### src/tcs_defines.svh
// Constants of the touch calibration and key-click block.
// Assumes a 25 MHz reference clock; included by the package.
`ifndef TCS_DEFINES_SVH
`define TCS_DEFINES_SVH

// Clock and time bases
`define TCS_CLK_HZ 25000000
`define TCS_MS_PER_S 1000
`define TCS_TONE_LO_HZ 1000
`define TCS_TONE_HI_HZ 2000
`define TCS_CLICK_SHORT_MS 5'd10
`define TCS_CLICK_LONG_MS 5'd20
`define TCS_CAL_UNITS_LOG2 6

// Register offsets
`define TCS_REG_THR 8'h04
`define TCS_REG_SND 8'h07
`define TCS_REG_STK 8'h09
`define TCS_REG_VER 8'h0B

// Field positions of the sounder configuration
`define TCS_SND_LEN_BIT 2
`define TCS_SND_TONE_BIT 1
`define TCS_SND_EN_BIT 0

// Reset values and limits
`define TCS_THR_RST 8'h00
`define TCS_SND_RST 3'h0
`define TCS_STK_RST 8'h00
`define TCS_THR_MAX 8'h3F
`define TCS_THR_STEP 16'h0004
`define TCS_VER_LAST 5'h1F

// Sizes and bus address
`define TCS_MEAS_W 16
`define TCS_NUM_EL 8
`define TCS_I2C_ADDR 7'h2A

`endif

### src/tcs_pkg.sv
// Types of the touch calibration and key-click block.
// Assumes tcs_defines.svh is on the include path.
package tcs_pkg;
  `include "tcs_defines.svh"

  typedef enum logic [2:0] {
    I2C_IDLE = 3'b000,
    I2C_ADDR = 3'b001,
    I2C_AACK = 3'b010,
    I2C_WR   = 3'b011,
    I2C_WACK = 3'b100,
    I2C_RD   = 3'b101,
    I2C_RACK = 3'b110
  } tcs_i2c_st_type;

  // Version text; the contents are arbitrary
  localparam logic [247:0] TCS_VER_STR = "ACME,PN:TCS1,QUAL:ENG,VER:1_0_0";

  typedef struct packed {
    tcs_i2c_st_type st;
    logic scl_q;
    logic sda_q;
    logic [3:0] bitc;
    logic [7:0] sh;
    logic rw;
    logic nack;
    logic ptr_ok;
    logic [7:0] ptr;
    logic [4:0] sidx;
    logic sda_oe;
    logic sda_o;
    logic [7:0] thr;
    logic [2:0] snd;
    logic [7:0] stuck_timeout_factor;
    logic [15:0] ms_cnt;
    logic [15:0] unit_cnt;
    logic [5:0] cal_cnt;
    logic [14:0] stk_cnt;
    logic ms_p;
    logic unit_p;
    logic p_vld;
    logic [2:0] p_ch;
    logic [`TCS_MEAS_W-1:0] p_val;
    logic [`TCS_NUM_EL-1:0] seeded;
    logic [`TCS_NUM_EL-1:0] touched;
    logic [`TCS_NUM_EL-1:0] cal_pend;
    logic [`TCS_NUM_EL-1:0] fold;
    logic click;
  } tcs_top_st_type;

  typedef struct packed {
    logic act;
    logic hi;
    logic [4:0] ms_left;
    logic [15:0] ph;
    logic out;
  } tcs_click_st_type;
endpackage

### src/tcs_base_mem.sv
// Baseline store, one word per electrode, registered read.
// Assumes a write and a read of one address never share a cycle.
`timescale 1ns/1ps
module tcs_base_mem #(
  parameter int W = 16,
  parameter int DEPTH = 8,
  parameter int AW = 3
) (
  input wire logic i_ref_clk,
  input wire logic i_we,
  input wire logic [AW-1:0] i_waddr,
  input wire logic [W-1:0] i_wdata,
  input wire logic [AW-1:0] i_raddr,
  output logic [W-1:0] o_rdata
);
  logic [W-1:0] mem_ff [DEPTH];
  logic [W-1:0] rdata_ff;

  // Write port and registered read port
  always_ff @(posedge i_ref_clk) begin
    if (i_we) begin
      mem_ff[i_waddr] <= i_wdata;
    end
    rdata_ff <= mem_ff[i_raddr];
  end

  assign o_rdata = rdata_ff;
endmodule // tcs_base_mem

### src/tcs_click_gen.sv
// Key-click square wave generator for a piezo sounder.
// Assumes a one-cycle millisecond pulse from the parent.
`timescale 1ns/1ps
`include "tcs_defines.svh"
module tcs_click_gen import tcs_pkg::*; #(
  parameter logic [15:0] P_HALF_LO = 16'd12500,
  parameter logic [15:0] P_HALF_HI = 16'd6250
) (
  input wire logic i_ref_clk,
  input wire logic i_srst,
  input wire logic i_start,
  input wire logic i_ms_p,
  input wire logic i_enable,
  input wire logic i_long,
  input wire logic i_high,
  output logic o_sound
);
  tcs_click_st_type st_ff, nxt_st;
  logic [15:0] half_c;

  assign half_c = st_ff.hi ? P_HALF_HI : P_HALF_LO;

  // Tone toggling, click length and enable gate
  always_comb begin
    nxt_st = st_ff;
    if (st_ff.act) begin
      if (st_ff.ph == half_c - 16'h0001) begin
        nxt_st.ph = 16'h0000;
        nxt_st.out = ~st_ff.out;
      end else begin
        nxt_st.ph = st_ff.ph + 16'h0001;
      end
      if (i_ms_p) begin
        if (st_ff.ms_left == 5'h01) begin
          nxt_st.act = 1'b0;
          nxt_st.out = 1'b0;
        end else begin
          nxt_st.ms_left = st_ff.ms_left - 5'h01;
        end
      end
    end
    if (i_start) begin
      nxt_st.act = 1'b1;
      nxt_st.hi = i_high;
      nxt_st.ph = 16'h0000;
      nxt_st.out = 1'b1;
      nxt_st.ms_left = i_long ? `TCS_CLICK_LONG_MS
                              : `TCS_CLICK_SHORT_MS;
    end
    if (!i_enable) begin
      nxt_st.act = 1'b0;
      nxt_st.out = 1'b0;
    end
  end

  always_ff @(posedge i_ref_clk) begin
    if (i_srst) begin
      st_ff <= '0;
    end else begin
      st_ff <= nxt_st;
    end
  end

  assign o_sound = st_ff.out;
endmodule // tcs_click_gen

### src/tcs_touch_cal.sv
// Touch baseline calibration, stuck-key handling, key click and
// an I2C register slave. Assumes measurements are synchronous,
// arrive at most every second cycle, and SCL/SDA are sampled.
`timescale 1ns/1ps
`include "tcs_defines.svh"
module tcs_touch_cal import tcs_pkg::*; #(
  parameter logic [15:0] P_MS_CYC = 16'(`TCS_CLK_HZ / `TCS_MS_PER_S),
  parameter logic [15:0] P_HALF_LO =
    16'(`TCS_CLK_HZ / (2 * `TCS_TONE_LO_HZ)),
  parameter logic [15:0] P_HALF_HI =
    16'(`TCS_CLK_HZ / (2 * `TCS_TONE_HI_HZ)),
  parameter logic [6:0] P_I2C_ADDR = `TCS_I2C_ADDR
) (
  input wire logic i_ref_clk,
  input wire logic i_srst,
  input wire logic i_scl,
  input wire logic i_sda,
  output logic o_sda,
  output logic o_sda_oe,
  input wire logic i_meas_valid,
  input wire logic [2:0] i_meas_chan,
  input wire logic [`TCS_MEAS_W-1:0] i_meas_value,
  input wire logic i_auto_recal_enable,
  input wire logic [7:0] i_base_tick_period,
  input wire logic [7:0] i_sample_interval_factor,
  output logic [`TCS_NUM_EL-1:0] o_touched,
  output logic o_sounder
);
  tcs_top_st_type st_ff, nxt_st;
  logic start_c, stop_c, rise_c, fall_c;
  logic [7:0] rd_byte;
  logic wr_stb;
  logic [`TCS_MEAS_W-1:0] base_rd, diff, thr_amt;
  logic [15:0] unit_len, unit_m1;
  logic [14:0] stk_lim;
  logic over;
  logic mem_we;
  logic snd_out;

  // Bus conditions from sampled SCL and SDA
  assign start_c = i_scl & st_ff.scl_q & st_ff.sda_q & ~i_sda;
  assign stop_c = i_scl & st_ff.scl_q & ~st_ff.sda_q & i_sda;
  assign rise_c = i_scl & ~st_ff.scl_q;
  assign fall_c = ~i_scl & st_ff.scl_q;
  assign wr_stb = (st_ff.st == I2C_WR) && fall_c && !start_c
                  && !stop_c && st_ff.bitc == 4'h8 && st_ff.ptr_ok;

  // Read data; version text walks one character per byte read
  always_comb begin
    case (st_ff.ptr)
      `TCS_REG_THR: rd_byte = st_ff.thr;
      `TCS_REG_SND: rd_byte = {5'h00, st_ff.snd};
      `TCS_REG_STK: rd_byte = st_ff.stuck_timeout_factor;
      `TCS_REG_VER: begin
        if (st_ff.sidx == `TCS_VER_LAST) begin
          rd_byte = 8'h00;
        end else begin
          rd_byte = TCS_VER_STR[(9'd247 - {1'b0, st_ff.sidx, 3'b000}) -: 8];
        end
      end
      default: rd_byte = 8'h00;
    endcase
  end

  // Touch decision against the stored baseline
  assign diff = (base_rd >= st_ff.p_val) ? base_rd - st_ff.p_val
                                         : st_ff.p_val - base_rd;
  assign thr_amt = 16'(({8'h00, st_ff.thr} + 16'h0001) *
                       `TCS_THR_STEP);
  assign over = diff > thr_amt;

  // Time units: one unit is tick period times sample factor
  assign unit_len = 16'(i_base_tick_period) * 16'(i_sample_interval_factor);
  assign unit_m1 = (unit_len == 16'h0000) ? 16'h0000
                                          : unit_len - 16'h0001;
  assign stk_lim = 15'({1'b0, st_ff.stuck_timeout_factor} + 9'h001)
                   << `TCS_CAL_UNITS_LOG2;

  // Next state of the whole block
  always_comb begin
    nxt_st = st_ff;
    mem_we = 1'b0;
    nxt_st.scl_q = i_scl;
    nxt_st.sda_q = i_sda;
    nxt_st.sda_o = 1'b0;
    // Serial slave
    if (stop_c) begin
      nxt_st.st = I2C_IDLE;
      nxt_st.sda_oe = 1'b0;
    end else if (start_c) begin
      nxt_st.st = I2C_ADDR;
      nxt_st.bitc = 4'h0;
      nxt_st.sda_oe = 1'b0;
      nxt_st.ptr_ok = 1'b0;
    end else begin
      unique case (st_ff.st)
        I2C_IDLE: begin
        end
        I2C_ADDR, I2C_WR: begin
          if (rise_c) begin
            nxt_st.sh = {st_ff.sh[6:0], i_sda};
            nxt_st.bitc = st_ff.bitc + 4'h1;
          end else if (fall_c && st_ff.bitc == 4'h8) begin
            nxt_st.bitc = 4'h0;
            if (st_ff.st == I2C_ADDR) begin
              if (st_ff.sh[7:1] == P_I2C_ADDR) begin
                nxt_st.st = I2C_AACK;
                nxt_st.sda_oe = 1'b1;
                nxt_st.rw = st_ff.sh[0];
              end else begin
                nxt_st.st = I2C_IDLE;
              end
            end else begin
              nxt_st.st = I2C_WACK;
              nxt_st.sda_oe = 1'b1;
              if (!st_ff.ptr_ok) begin
                nxt_st.ptr = st_ff.sh;
                nxt_st.ptr_ok = 1'b1;
                nxt_st.sidx = 5'h00;
              end else if (st_ff.ptr != `TCS_REG_VER) begin
                nxt_st.ptr = st_ff.ptr + 8'h01;
              end
            end
          end
        end
        I2C_AACK: begin
          if (fall_c) begin
            if (st_ff.rw) begin
              nxt_st.st = I2C_RD;
              nxt_st.sh = rd_byte;
              nxt_st.sda_oe = ~rd_byte[7];
            end else begin
              nxt_st.st = I2C_WR;
              nxt_st.sda_oe = 1'b0;
            end
          end
        end
        I2C_WACK: begin
          if (fall_c) begin
            nxt_st.st = I2C_WR;
            nxt_st.sda_oe = 1'b0;
          end
        end
        I2C_RD: begin
          if (fall_c) begin
            if (st_ff.bitc == 4'h7) begin
              nxt_st.st = I2C_RACK;
              nxt_st.sda_oe = 1'b0;
              nxt_st.bitc = 4'h0;
              if (st_ff.ptr == `TCS_REG_VER) begin
                nxt_st.sidx = st_ff.sidx + 5'h01;
              end else begin
                nxt_st.ptr = st_ff.ptr + 8'h01;
              end
            end else begin
              nxt_st.sh = {st_ff.sh[6:0], 1'b0};
              nxt_st.sda_oe = ~st_ff.sh[6];
              nxt_st.bitc = st_ff.bitc + 4'h1;
            end
          end
        end
        I2C_RACK: begin
          if (rise_c) begin
            nxt_st.nack = i_sda;
          end else if (fall_c) begin
            if (st_ff.nack) begin
              nxt_st.st = I2C_IDLE;
            end else begin
              nxt_st.st = I2C_RD;
              nxt_st.sh = rd_byte;
              nxt_st.sda_oe = ~rd_byte[7];
            end
          end
        end
        default: nxt_st.st = I2C_IDLE;
      endcase
    end
    // Register writes; the version register takes none
    if (wr_stb) begin
      case (st_ff.ptr)
        `TCS_REG_THR: nxt_st.thr = (st_ff.sh > `TCS_THR_MAX) ?
                                   `TCS_THR_MAX : st_ff.sh;
        `TCS_REG_SND: nxt_st.snd = st_ff.sh[2:0];
        `TCS_REG_STK: nxt_st.stuck_timeout_factor = st_ff.sh;
        default: begin
        end
      endcase
    end
    // Millisecond and unit time base
    nxt_st.ms_p = 1'b0;
    nxt_st.unit_p = 1'b0;
    if (st_ff.ms_cnt >= P_MS_CYC - 16'h0001) begin
      nxt_st.ms_cnt = 16'h0000;
      nxt_st.ms_p = 1'b1;
    end else begin
      nxt_st.ms_cnt = st_ff.ms_cnt + 16'h0001;
    end
    if (st_ff.ms_p) begin
      if (st_ff.unit_cnt >= unit_m1) begin
        nxt_st.unit_cnt = 16'h0000;
        nxt_st.unit_p = 1'b1;
      end else begin
        nxt_st.unit_cnt = st_ff.unit_cnt + 16'h0001;
      end
    end
    // Periodic calibration every 64 units
    if (st_ff.unit_p) begin
      nxt_st.cal_cnt = st_ff.cal_cnt + 6'h01;
      if (st_ff.cal_cnt == 6'h3F && i_auto_recal_enable
          && st_ff.touched == '0) begin
        nxt_st.cal_pend = '1;
      end
    end
    if (st_ff.touched != '0) begin
      nxt_st.cal_pend = '0;
    end
    // Stuck touch timer over 64 units per factor step
    if (st_ff.touched == '0 || st_ff.stuck_timeout_factor == 8'h00) begin
      nxt_st.stk_cnt = 15'h0000;
    end else if (st_ff.unit_p) begin
      if (st_ff.stk_cnt == stk_lim - 15'h0001) begin
        nxt_st.stk_cnt = 15'h0000;
        nxt_st.fold = st_ff.touched;
      end else begin
        nxt_st.stk_cnt = st_ff.stk_cnt + 15'h0001;
      end
    end
    // Measurement pipeline, baseline read one cycle earlier
    nxt_st.p_vld = i_meas_valid;
    nxt_st.p_ch = i_meas_chan;
    nxt_st.p_val = i_meas_value;
    nxt_st.click = 1'b0;
    if (st_ff.p_vld) begin
      if (!st_ff.seeded[st_ff.p_ch]) begin
        mem_we = 1'b1;
        nxt_st.seeded[st_ff.p_ch] = 1'b1;
        nxt_st.touched[st_ff.p_ch] = 1'b0;
      end else if (st_ff.fold[st_ff.p_ch]) begin
        mem_we = 1'b1;
        nxt_st.fold[st_ff.p_ch] = 1'b0;
        nxt_st.touched[st_ff.p_ch] = 1'b0;
      end else if (st_ff.cal_pend[st_ff.p_ch] && st_ff.touched == '0) begin
        mem_we = 1'b1;
        nxt_st.cal_pend[st_ff.p_ch] = 1'b0;
      end else begin
        nxt_st.touched[st_ff.p_ch] = over;
        nxt_st.click = over && !st_ff.touched[st_ff.p_ch];
      end
    end
  end

  always_ff @(posedge i_ref_clk) begin
    if (i_srst) begin
      st_ff <= '0;
      // Line samples start at the idle bus level, no false edge
      st_ff.scl_q <= 1'b1;
      st_ff.sda_q <= 1'b1;
    end else begin
      st_ff <= nxt_st;
    end
  end

  tcs_base_mem #(
    .W(`TCS_MEAS_W),
    .DEPTH(`TCS_NUM_EL),
    .AW(3)
  ) u_mem (
    .i_ref_clk(i_ref_clk),
    .i_we(mem_we),
    .i_waddr(st_ff.p_ch),
    .i_wdata(st_ff.p_val),
    .i_raddr(i_meas_chan),
    .o_rdata(base_rd)
  );

  // Sounder runs only from touch events, not from bus state
  tcs_click_gen #(
    .P_HALF_LO(P_HALF_LO),
    .P_HALF_HI(P_HALF_HI)
  ) u_click (
    .i_ref_clk(i_ref_clk),
    .i_srst(i_srst),
    .i_start(st_ff.click),
    .i_ms_p(st_ff.ms_p),
    .i_enable(st_ff.snd[`TCS_SND_EN_BIT]),
    .i_long(st_ff.snd[`TCS_SND_LEN_BIT]),
    .i_high(st_ff.snd[`TCS_SND_TONE_BIT]),
    .o_sound(snd_out)
  );

  assign o_sda = st_ff.sda_o;
  assign o_sda_oe = st_ff.sda_oe;
  assign o_touched = st_ff.touched;
  assign o_sounder = snd_out;
endmodule // tcs_touch_cal

### config.mk
export PLATFORM = sky130hd
export DESIGN_NAME = tcs_touch_cal
export DESIGN_NICKNAME = d
export VERILOG_FILES = /design/src/tcs_pkg.sv /design/src/tcs_base_mem.sv /design/src/tcs_click_gen.sv /design/src/tcs_touch_cal.sv
export VERILOG_INCLUDE_DIRS = /design/src
export SDC_FILE = /design/constraint.sdc
export NUM_CORES = 1
export LEC_CHECK = 0
export BUFFER_PORTS_ARGS = -buffer_cell sky130_fd_sc_hd__clkbuf_2
export CAP_MARGIN = 30
export CORE_ASPECT_RATIO = 1.25
export CORE_MARGIN = 2
export CORE_UTILIZATION = 49
export CTS_CLUSTER_SIZE = 30
export DETAILED_ROUTE_END_ITERATION = 8
export GPL_TIMING_DRIVEN = 0
export PLACE_DENSITY = 0.64
export SYNTH_ARGS = -nofsm -noshare
export SYNTH_HDL_FRONTEND = slang
export SYNTH_HIERARCHICAL = 1
export SYNTH_SLANG_ARGS = --single-unit
export TNS_END_PERCENT = 50
### constraint.sdc
create_clock -name i_ref_clk -period 9.36 [get_ports i_ref_clk]
set_input_delay 1.404 -clock i_ref_clk [delete_from_list [all_inputs] [get_ports i_ref_clk]]
set_output_delay 1.404 -clock i_ref_clk [all_outputs]
set_load 0.02 [all_outputs]
==> flow_metrics.env, run 1 <==
export IMPL_core_um2=39900
export IMPL_maxCapViolCount=0
export IMPL_ctsHoldBuffers=0
export IMPL_cp_max_fo=10
export IMPL_start_util=0.494
export IMPL_synth_seq_cells=329
export IMPL_slowest_stage="fa_1"
export IMPL_cp_data_required_time_ns=9.83
export IMPL_num_antenna_cells=0
export IMPL_drc_errors=0
export IMPL_final_util=0.552
export IMPL_ys_warn_count=6
export IMPL_crit_buf_inv=5
export IMPL_totalWireLength_um=46600
export IMPL_ys_seq_area_frac=0.399
export IMPL_clock_sinks=329
export IMPL_die_y_um=228
export IMPL_port_buffer_count=50
export IMPL_holdWs_ns=0.451
export IMPL_finalClockSkew_ns=0.0282
export IMPL_worst_slew_pin_slew_ns=1.00
export IMPL_synth_edff_count=128
export IMPL_cts_resized=0
export IMPL_synth_cell_types=100
export IMPL_die_area_um2=41900
export IMPL_dr_pass1_iters=6
export IMPL_multi_input_area_um2=11000
export IMPL_clk_pin_slew_ns=0.06
export IMPL_post_route_min_period_ns=8.21
export IMPL_cts_buffer_depth=3
export IMPL_status="complete, no violations"
export IMPL_fmax_ghz=0.122
export IMPL_hp_class="flop to flop"
export IMPL_grt_overflow=0
export IMPL_wl_per_cell_um=18.0
export IMPL_rows=82
export IMPL_syn_cell_area_um2=19700
export IMPL_crit_family="adder cells"
export IMPL_syn2layout_area_growth_pct=11.7
export IMPL_dr_first_iter_drc_count=925
export IMPL_fin_crit_sh=0.877
export IMPL_num_fill_cells=3502
export IMPL_cts_tree="yes"
export IMPL_slew_headroom=0.329
export IMPL_drive_gt1_frac=0.120
export IMPL_cp_slowest_stage_delay_ns=0.54
export IMPL_syn_inst=1964
export IMPL_grt_usage=0.226
export IMPL_grt_pass1_vias=14900
export IMPL_regArea_um2=7870
export IMPL_setup_violations=0
export IMPL_cts_root_buf="clkbuf_16"
export IMPL_cp_end_kind="flop"
export IMPL_ir_drop_mv=0.145
export IMPL_htreeDepth=2
export IMPL_vias=14800
export IMPL_synth_area_per_cell_um2=10.0
export IMPL_p_per_area_nw_per_um2=177
export IMPL_synth_flop_cell="dfxtp_1"
export IMPL_arrival_ns=8.68
export IMPL_postRouteAntennaNets=0
export IMPL_hold_viol_final=0
export IMPL_ios=52
export IMPL_fin_nets=2259
export IMPL_die_w_um=183
export IMPL_cts_setup_buffers=0
export IMPL_p_leak_nw=8.64
export IMPL_startpoint_type="input port"
export IMPL_clock_latency_ns=0.56
export IMPL_viasPerCell=5.71
export IMPL_synth_async_sr_flop_share=0
export IMPL_place_congestion=0.880
export IMPL_cts_buffers=36
export IMPL_antenna_found_initial=1
export IMPL_setup_tns_ns=0
export IMPL_dpl_hpwl_um=34600
export IMPL_path_class="input port to flop"
export IMPL_rsz0062_at_grt="false"
export IMPL_finalMaxSlewViolations=0
export IMPL_grt_max_degree=17
export IMPL_grt_pass1_wl_um=76800
-- layout make-up --
| cell class | instances | share of cell area |
|---|---|---|
| tap | 504 | 0.0286 |
| inverter | 121 | 0.0206 |
| buffer | 91 | 0.0216 |
| multi-input combinational | 1424 | 0.498 |
| clock inverter | 20 | 0.0127 |
| sequential | 329 | 0.357 |
| clock buffer | 43 | 0.0444 |
| timing repair buffer | 60 | 0.0175 |
-- worst register-to-register path, stage by stage, from the launching register on --
cell       delay, ns
dfxtp_1         0.56
inv_1           0.09
ha_1            0.30
buf_2           0.19
a21oi_1         0.30
o21ai_1         0.17
a211oi_2        0.29
o21ai_4         0.15
buf_6           0.18
buf_2           0.20
a211oi_1        0.24
a21oi_1         0.08
xor2_1          0.17
ha_1            0.32
nor2b_1         0.14
o21a_1          0.16
o21ai_1         0.11
a21oi_1         0.07
o31a_1          0.25
o221ai_1        0.27
o2111ai_1       0.32
o31ai_4         0.62
o21ai_2         0.10
-- final timing paths --
kind	from	endpoint	slack, ns	cells after the start
worst max-delay path	i_base_tick_period[0]	st_ff[82]	1.15	29
worst min-delay path	st_ff[107]	st_ff[54]	0.45	2
worst max register to register	st_ff[44]	o_touched[3]	3.96	22
worst min register to register	st_ff[107]	st_ff[54]	0.45	2
-- through the flow --
step | std cells | power [W] | instance area, um^2 | setup WS [ns]
after floorplan | 1965 | 0.00225 | 19700 | 1.64
after global placement | 2519 | 0.00244 | 20600 | 0.686
after detailed placement | 2529 | 0.00246 | 20800 | 0.642
after CTS | 2592 | 0.00394 | 22000 | 1.16
after global routing | 2592 | 0.00412 | 22000 | 0.583
final | 2592 | 0.00390 | 22000 | 1.15
-- per-layer routing --
layer / wire length, um / up-vias / track usage
met5: 0 / - / 0
met4: 1410 / 0 / 0.0785
met3: 1880 / 91 / 0.0258
met2: 23500 / 330 / 0.404
met1: 19800 / 7148 / 0.282
li1: - / 7241 / -
-- kinds of logic (layout without fill, tap and decap cells) --
group                      after synthesis  in the layout  synth area share
DFF                                    329            329             0.399
buffers and inverters                  212            335            0.0471
other                                    1              2          0.000190
muxes                                   99             99            0.0800
adders and majority gates              155            155             0.113
xor gates and xnor gates               119            119            0.0536
AOI/OAI and AO/OA                      384            384             0.133
and+or+nand+nor                        665            665             0.175
-- power breakdown --
group / total [W] / switching (W) / internal (W)
clock network: 0.00148 / 0.000607 / 0.000870
registers: 0.00153 / 0.0000255 / 0.00151
logic: 0.000892 / 0.000516 / 0.000376
total: 0.00390 / 0.00115 / 0.00275
-- placed cells by master (no fill, tap or decap), types with 15 or more instances in the layout --
master,synthesis,routed
clkbuf_2,1,51
xor2_1,53,53
dfxtp_1,201,201
nand2b_1,25,25
buf_2,16,16
nor3_1,35,33
mux4_1,28,28
a31oi_1,15,15
and2_1,77,77
xnor2_1,64,64
and3_1,25,25
fa_1,38,38
a21o_1,15,15
a21oi_1,108,108
buf_4,16,16
nand2_1,126,126
inv_1,120,120
nor2b_1,46,46
nor2_1,183,177
mux2_2,18,18
ha_1,117,117
edfxtp_1,128,128
clkbuf_16,0,36
o21ai_0,67,67
nand4_1,31,31
nand3_1,51,51
a211oi_1,24,24
clkbuf_1,44,46
mux2i_1,43,43
-- Yosys cell counts, drive strengths merged, types with 46 or more instances --
cell type | instances | area [um^2]
xnor2 | 66 | 593
inv | 121 | 454
nand2 | 126 | 473
and2 | 78 | 490
ha | 117 | 1460
dfxtp | 201 | 4020
nor2 | 184 | 693
a21oi | 112 | 576
buf | 46 | 305
xor2 | 53 | 464
edfxtp | 128 | 3840
nand3 | 51 | 255
nor2b | 46 | 288
o21ai | 86 | 483
-- flip-flops by register name, indices dropped and copies added, names as in the netlist --
signal,cells
u_mem/o_rdata,16
st_ff,152
o_sda_oe,1
u_click/st_ff,23
u_click/o_sound,1
u_mem/mem_ff,128
o_touched,8
(Power assumes the default switching activity.)
==> run 2, diff against run 1 <==
--- a/config.mk
+++ b/config.mk
@@ -6,7 +6,7 @@
 export SDC_FILE = /design/constraint.sdc
 export NUM_CORES = 1
 export LEC_CHECK = 0
-export BUFFER_PORTS_ARGS = -buffer_cell sky130_fd_sc_hd__clkbuf_2
+export BUFFER_PORTS_ARGS = -buffer_cell sky130_fd_sc_hd__buf_4
 export CAP_MARGIN = 30
 export CORE_ASPECT_RATIO = 1.25
 export CORE_MARGIN = 2
@@ -14,6 +14,7 @@
 export CTS_CLUSTER_SIZE = 30
 export DETAILED_ROUTE_END_ITERATION = 8
 export GPL_TIMING_DRIVEN = 0
+export MAX_ROUTING_LAYER = met4
 export PLACE_DENSITY = 0.64
 export SYNTH_ARGS = -nofsm -noshare
 export SYNTH_HDL_FRONTEND = slang
==> run 2 against run 1 <==
Against the previous run: sequential power is essentially flat; critical path type unchanged; critical path depth decreased by 1; core utilization increased by 0.10 points; largest power group unchanged; combinational power is 0.9% higher; total power decreased by 2.0%; final area increased by 0.18%; clock skew is 0.0018 ns lower; sequential cell count unchanged.
==> flow_metrics.env, run 2 (synthesis gave the netlist of run 1 again) <==
export IMPL_status="complete, no violations"
export IMPL_worstRegToRegCells=22
export IMPL_final_cell_mix="dfxtp_1 (201), nor2_1 (177), edfxtp_1 (128)"
export IMPL_htreeDepth=2
export IMPL_postRouteAntennaNets=0
export IMPL_setup_violations=0
export IMPL_reg2reg_to="o_touched[3]"
export IMPL_rows=82
export IMPL_largest_registers="st_ff: 152 flops, u_mem/mem_ff: 128 flops, u_click/st_ff: 23 flops"
export IMPL_startpoint_type="input port"
export IMPL_cts_tree="yes"
export IMPL_largest_reg_flops=152
export IMPL_crit_buf_inv=4
export IMPL_p_per_area_nw_per_um2=173
export IMPL_ios=52
export IMPL_arrival_ns=8.56
export IMPL_start_util=0.494
export IMPL_rsz0062_at_grt="false"
export IMPL_viasPerCell=5.75
export IMPL_crit_start="i_base_tick_period[2]"
export IMPL_grt_pass1_wl_um=77200
export IMPL_grt_overflow=0
export IMPL_grt_met2_usage=0.417
export IMPL_slew_headroom=0.388
export IMPL_rr_startpoint="st_ff[36]"
export IMPL_crit_family="adder cells"
export IMPL_antenna_found_initial=0
export IMPL_hp_class="flop to flop"
export IMPL_finalClockSkew_ns=0.0264
export IMPL_clk_pin_slew_ns=0.06
export IMPL_final_common_cell="dfxtp_1"
export IMPL_grt_met1_usage=0.277
export IMPL_path_class="input port to flop"
export IMPL_wl_per_cell_um=18.1
export IMPL_worst_slew_pin_slew_ns=0.918
export IMPL_fmax_ghz=0.124
export IMPL_clock_latency_ns=0.55
export IMPL_post_route_min_period_ns=8.09
export IMPL_cp_max_fo=10
export IMPL_dpl_hpwl_um=35100
export IMPL_place_congestion=0.875
export IMPL_cts_root_buf="clkbuf_16"
export IMPL_final_util=0.553
export IMPL_cts_buffer_depth=3
export IMPL_fin_nets=2260
export IMPL_cp_end_kind="flop"
export IMPL_finalMaxSlewViolations=0
export IMPL_vias=14900
export IMPL_die_area_um2=41900
export IMPL_die_y_um=228
export IMPL_grt_usage=0.234
export IMPL_syn2layout_area_growth_pct=11.9
export IMPL_totalWireLength_um=47000
export IMPL_dr_pass1_iters=7
export IMPL_dr_first_iter_drc_count=993
export IMPL_busiest_layer="met2"
export IMPL_regMostFlops="st_ff"
export IMPL_die_w_um=183
export IMPL_fin_crit_sh=0.864
export IMPL_grtUsageMet3=0.0225
export IMPL_cts_buffers=36
export IMPL_drc_errors=0
export IMPL_grt_pass1_vias=14900
export IMPL_core_um2=39900
export IMPL_cts_setup_buffers=0
export IMPL_worstHoldStart="st_ff[107]"
export IMPL_cp_data_required_time_ns=9.83
export IMPL_port_buffer_count=50
export IMPL_cts_resized=0
export IMPL_drive_gt1_frac=0.119
export IMPL_ctsHoldBuffers=0
export IMPL_endpoint="st_ff[89]"
export IMPL_cp_depth=28
export IMPL_cp_slowest_stage_delay_ns=0.54
export IMPL_grt_max_degree=16
export IMPL_clock_sinks=329
export IMPL_maxCapViolCount=0
export IMPL_rrSetupSlack_ns=3.93
export IMPL_ir_drop_mv=0.164
export IMPL_setup_tns_ns=0
export IMPL_slowest_stage="fa_1"
export IMPL_hold_viol_final=0
export IMPL_p_leak_nw=8.63
## run 2: routing by layer
metal	routed length (um)	up-vias
met2	24300	357
met4	1410	0
met1	19600	7238
met5	0	-
li1	-	7243
met3	1620	93
## run 2: worst min path at each step
stage / endpoint / slack (ns) / depth (start not counted)
3_5_place_dp: st_ff[54] / 0.45 / 2
2_1_floorplan: st_ff[54] / 0.42 / 2
5_1_grt: st_ff[106] / 0.50 / 2
4_1_cts: st_ff[54] / 0.46 / 2
6_report: st_ff[54] / 0.46 / 2
3_3_place_gp: st_ff[54] / 0.44 / 2
## run 2: worst register-to-register path: stages (launching register included)
cell	delay, ns
dfxtp_1	0.61
inv_1	0.10
ha_1	0.31
buf_6	0.15
a21oi_2	0.25
a311oi_2	0.15
a211oi_2	0.33
o21ai_4	0.15
buf_6	0.18
buf_2	0.20
a211oi_1	0.22
a21oi_1	0.08
xor2_1	0.17
ha_1	0.32
nor2b_1	0.13
o21a_1	0.17
o21ai_1	0.11
a21oi_1	0.09
o31a_1	0.24
o221ai_1	0.28
o2111ai_1	0.32
o31ai_4	0.62
o21ai_2	0.10
## run 2: final cells by class
cell class | count | area [um^2]
timing repair buffer | 61 | 515
antenna | 1 | 2.50
tap | 504 | 631
fill | 3517 | 17800
clock buffer | 50 | 1010
inverter | 121 | 454
buffer | 91 | 475
multi-input combinational | 1424 | 11000
sequential | 329 | 7870
clock inverter | 16 | 150
## run 2: power breakdown
group          internal [W]  switching [W]
registers           0.00151      0.0000258
clock network      0.000799       0.000591
logic              0.000381       0.000519
## run 2: metrics by stage
step                area [um^2]  hold slack [ns]  worst slack [ns]  total power, W  std cells
finish                    22100            0.455              1.27         0.00382       2597
global route              22100            0.496             0.730         0.00405       2596
CTS                       22100            0.457              1.23         0.00387       2596
detailed placement        20900            0.446             0.692         0.00247       2530
global placement          20700            0.443             0.741         0.00245       2519
floorplan                 19700            0.424              1.64         0.00225       1965
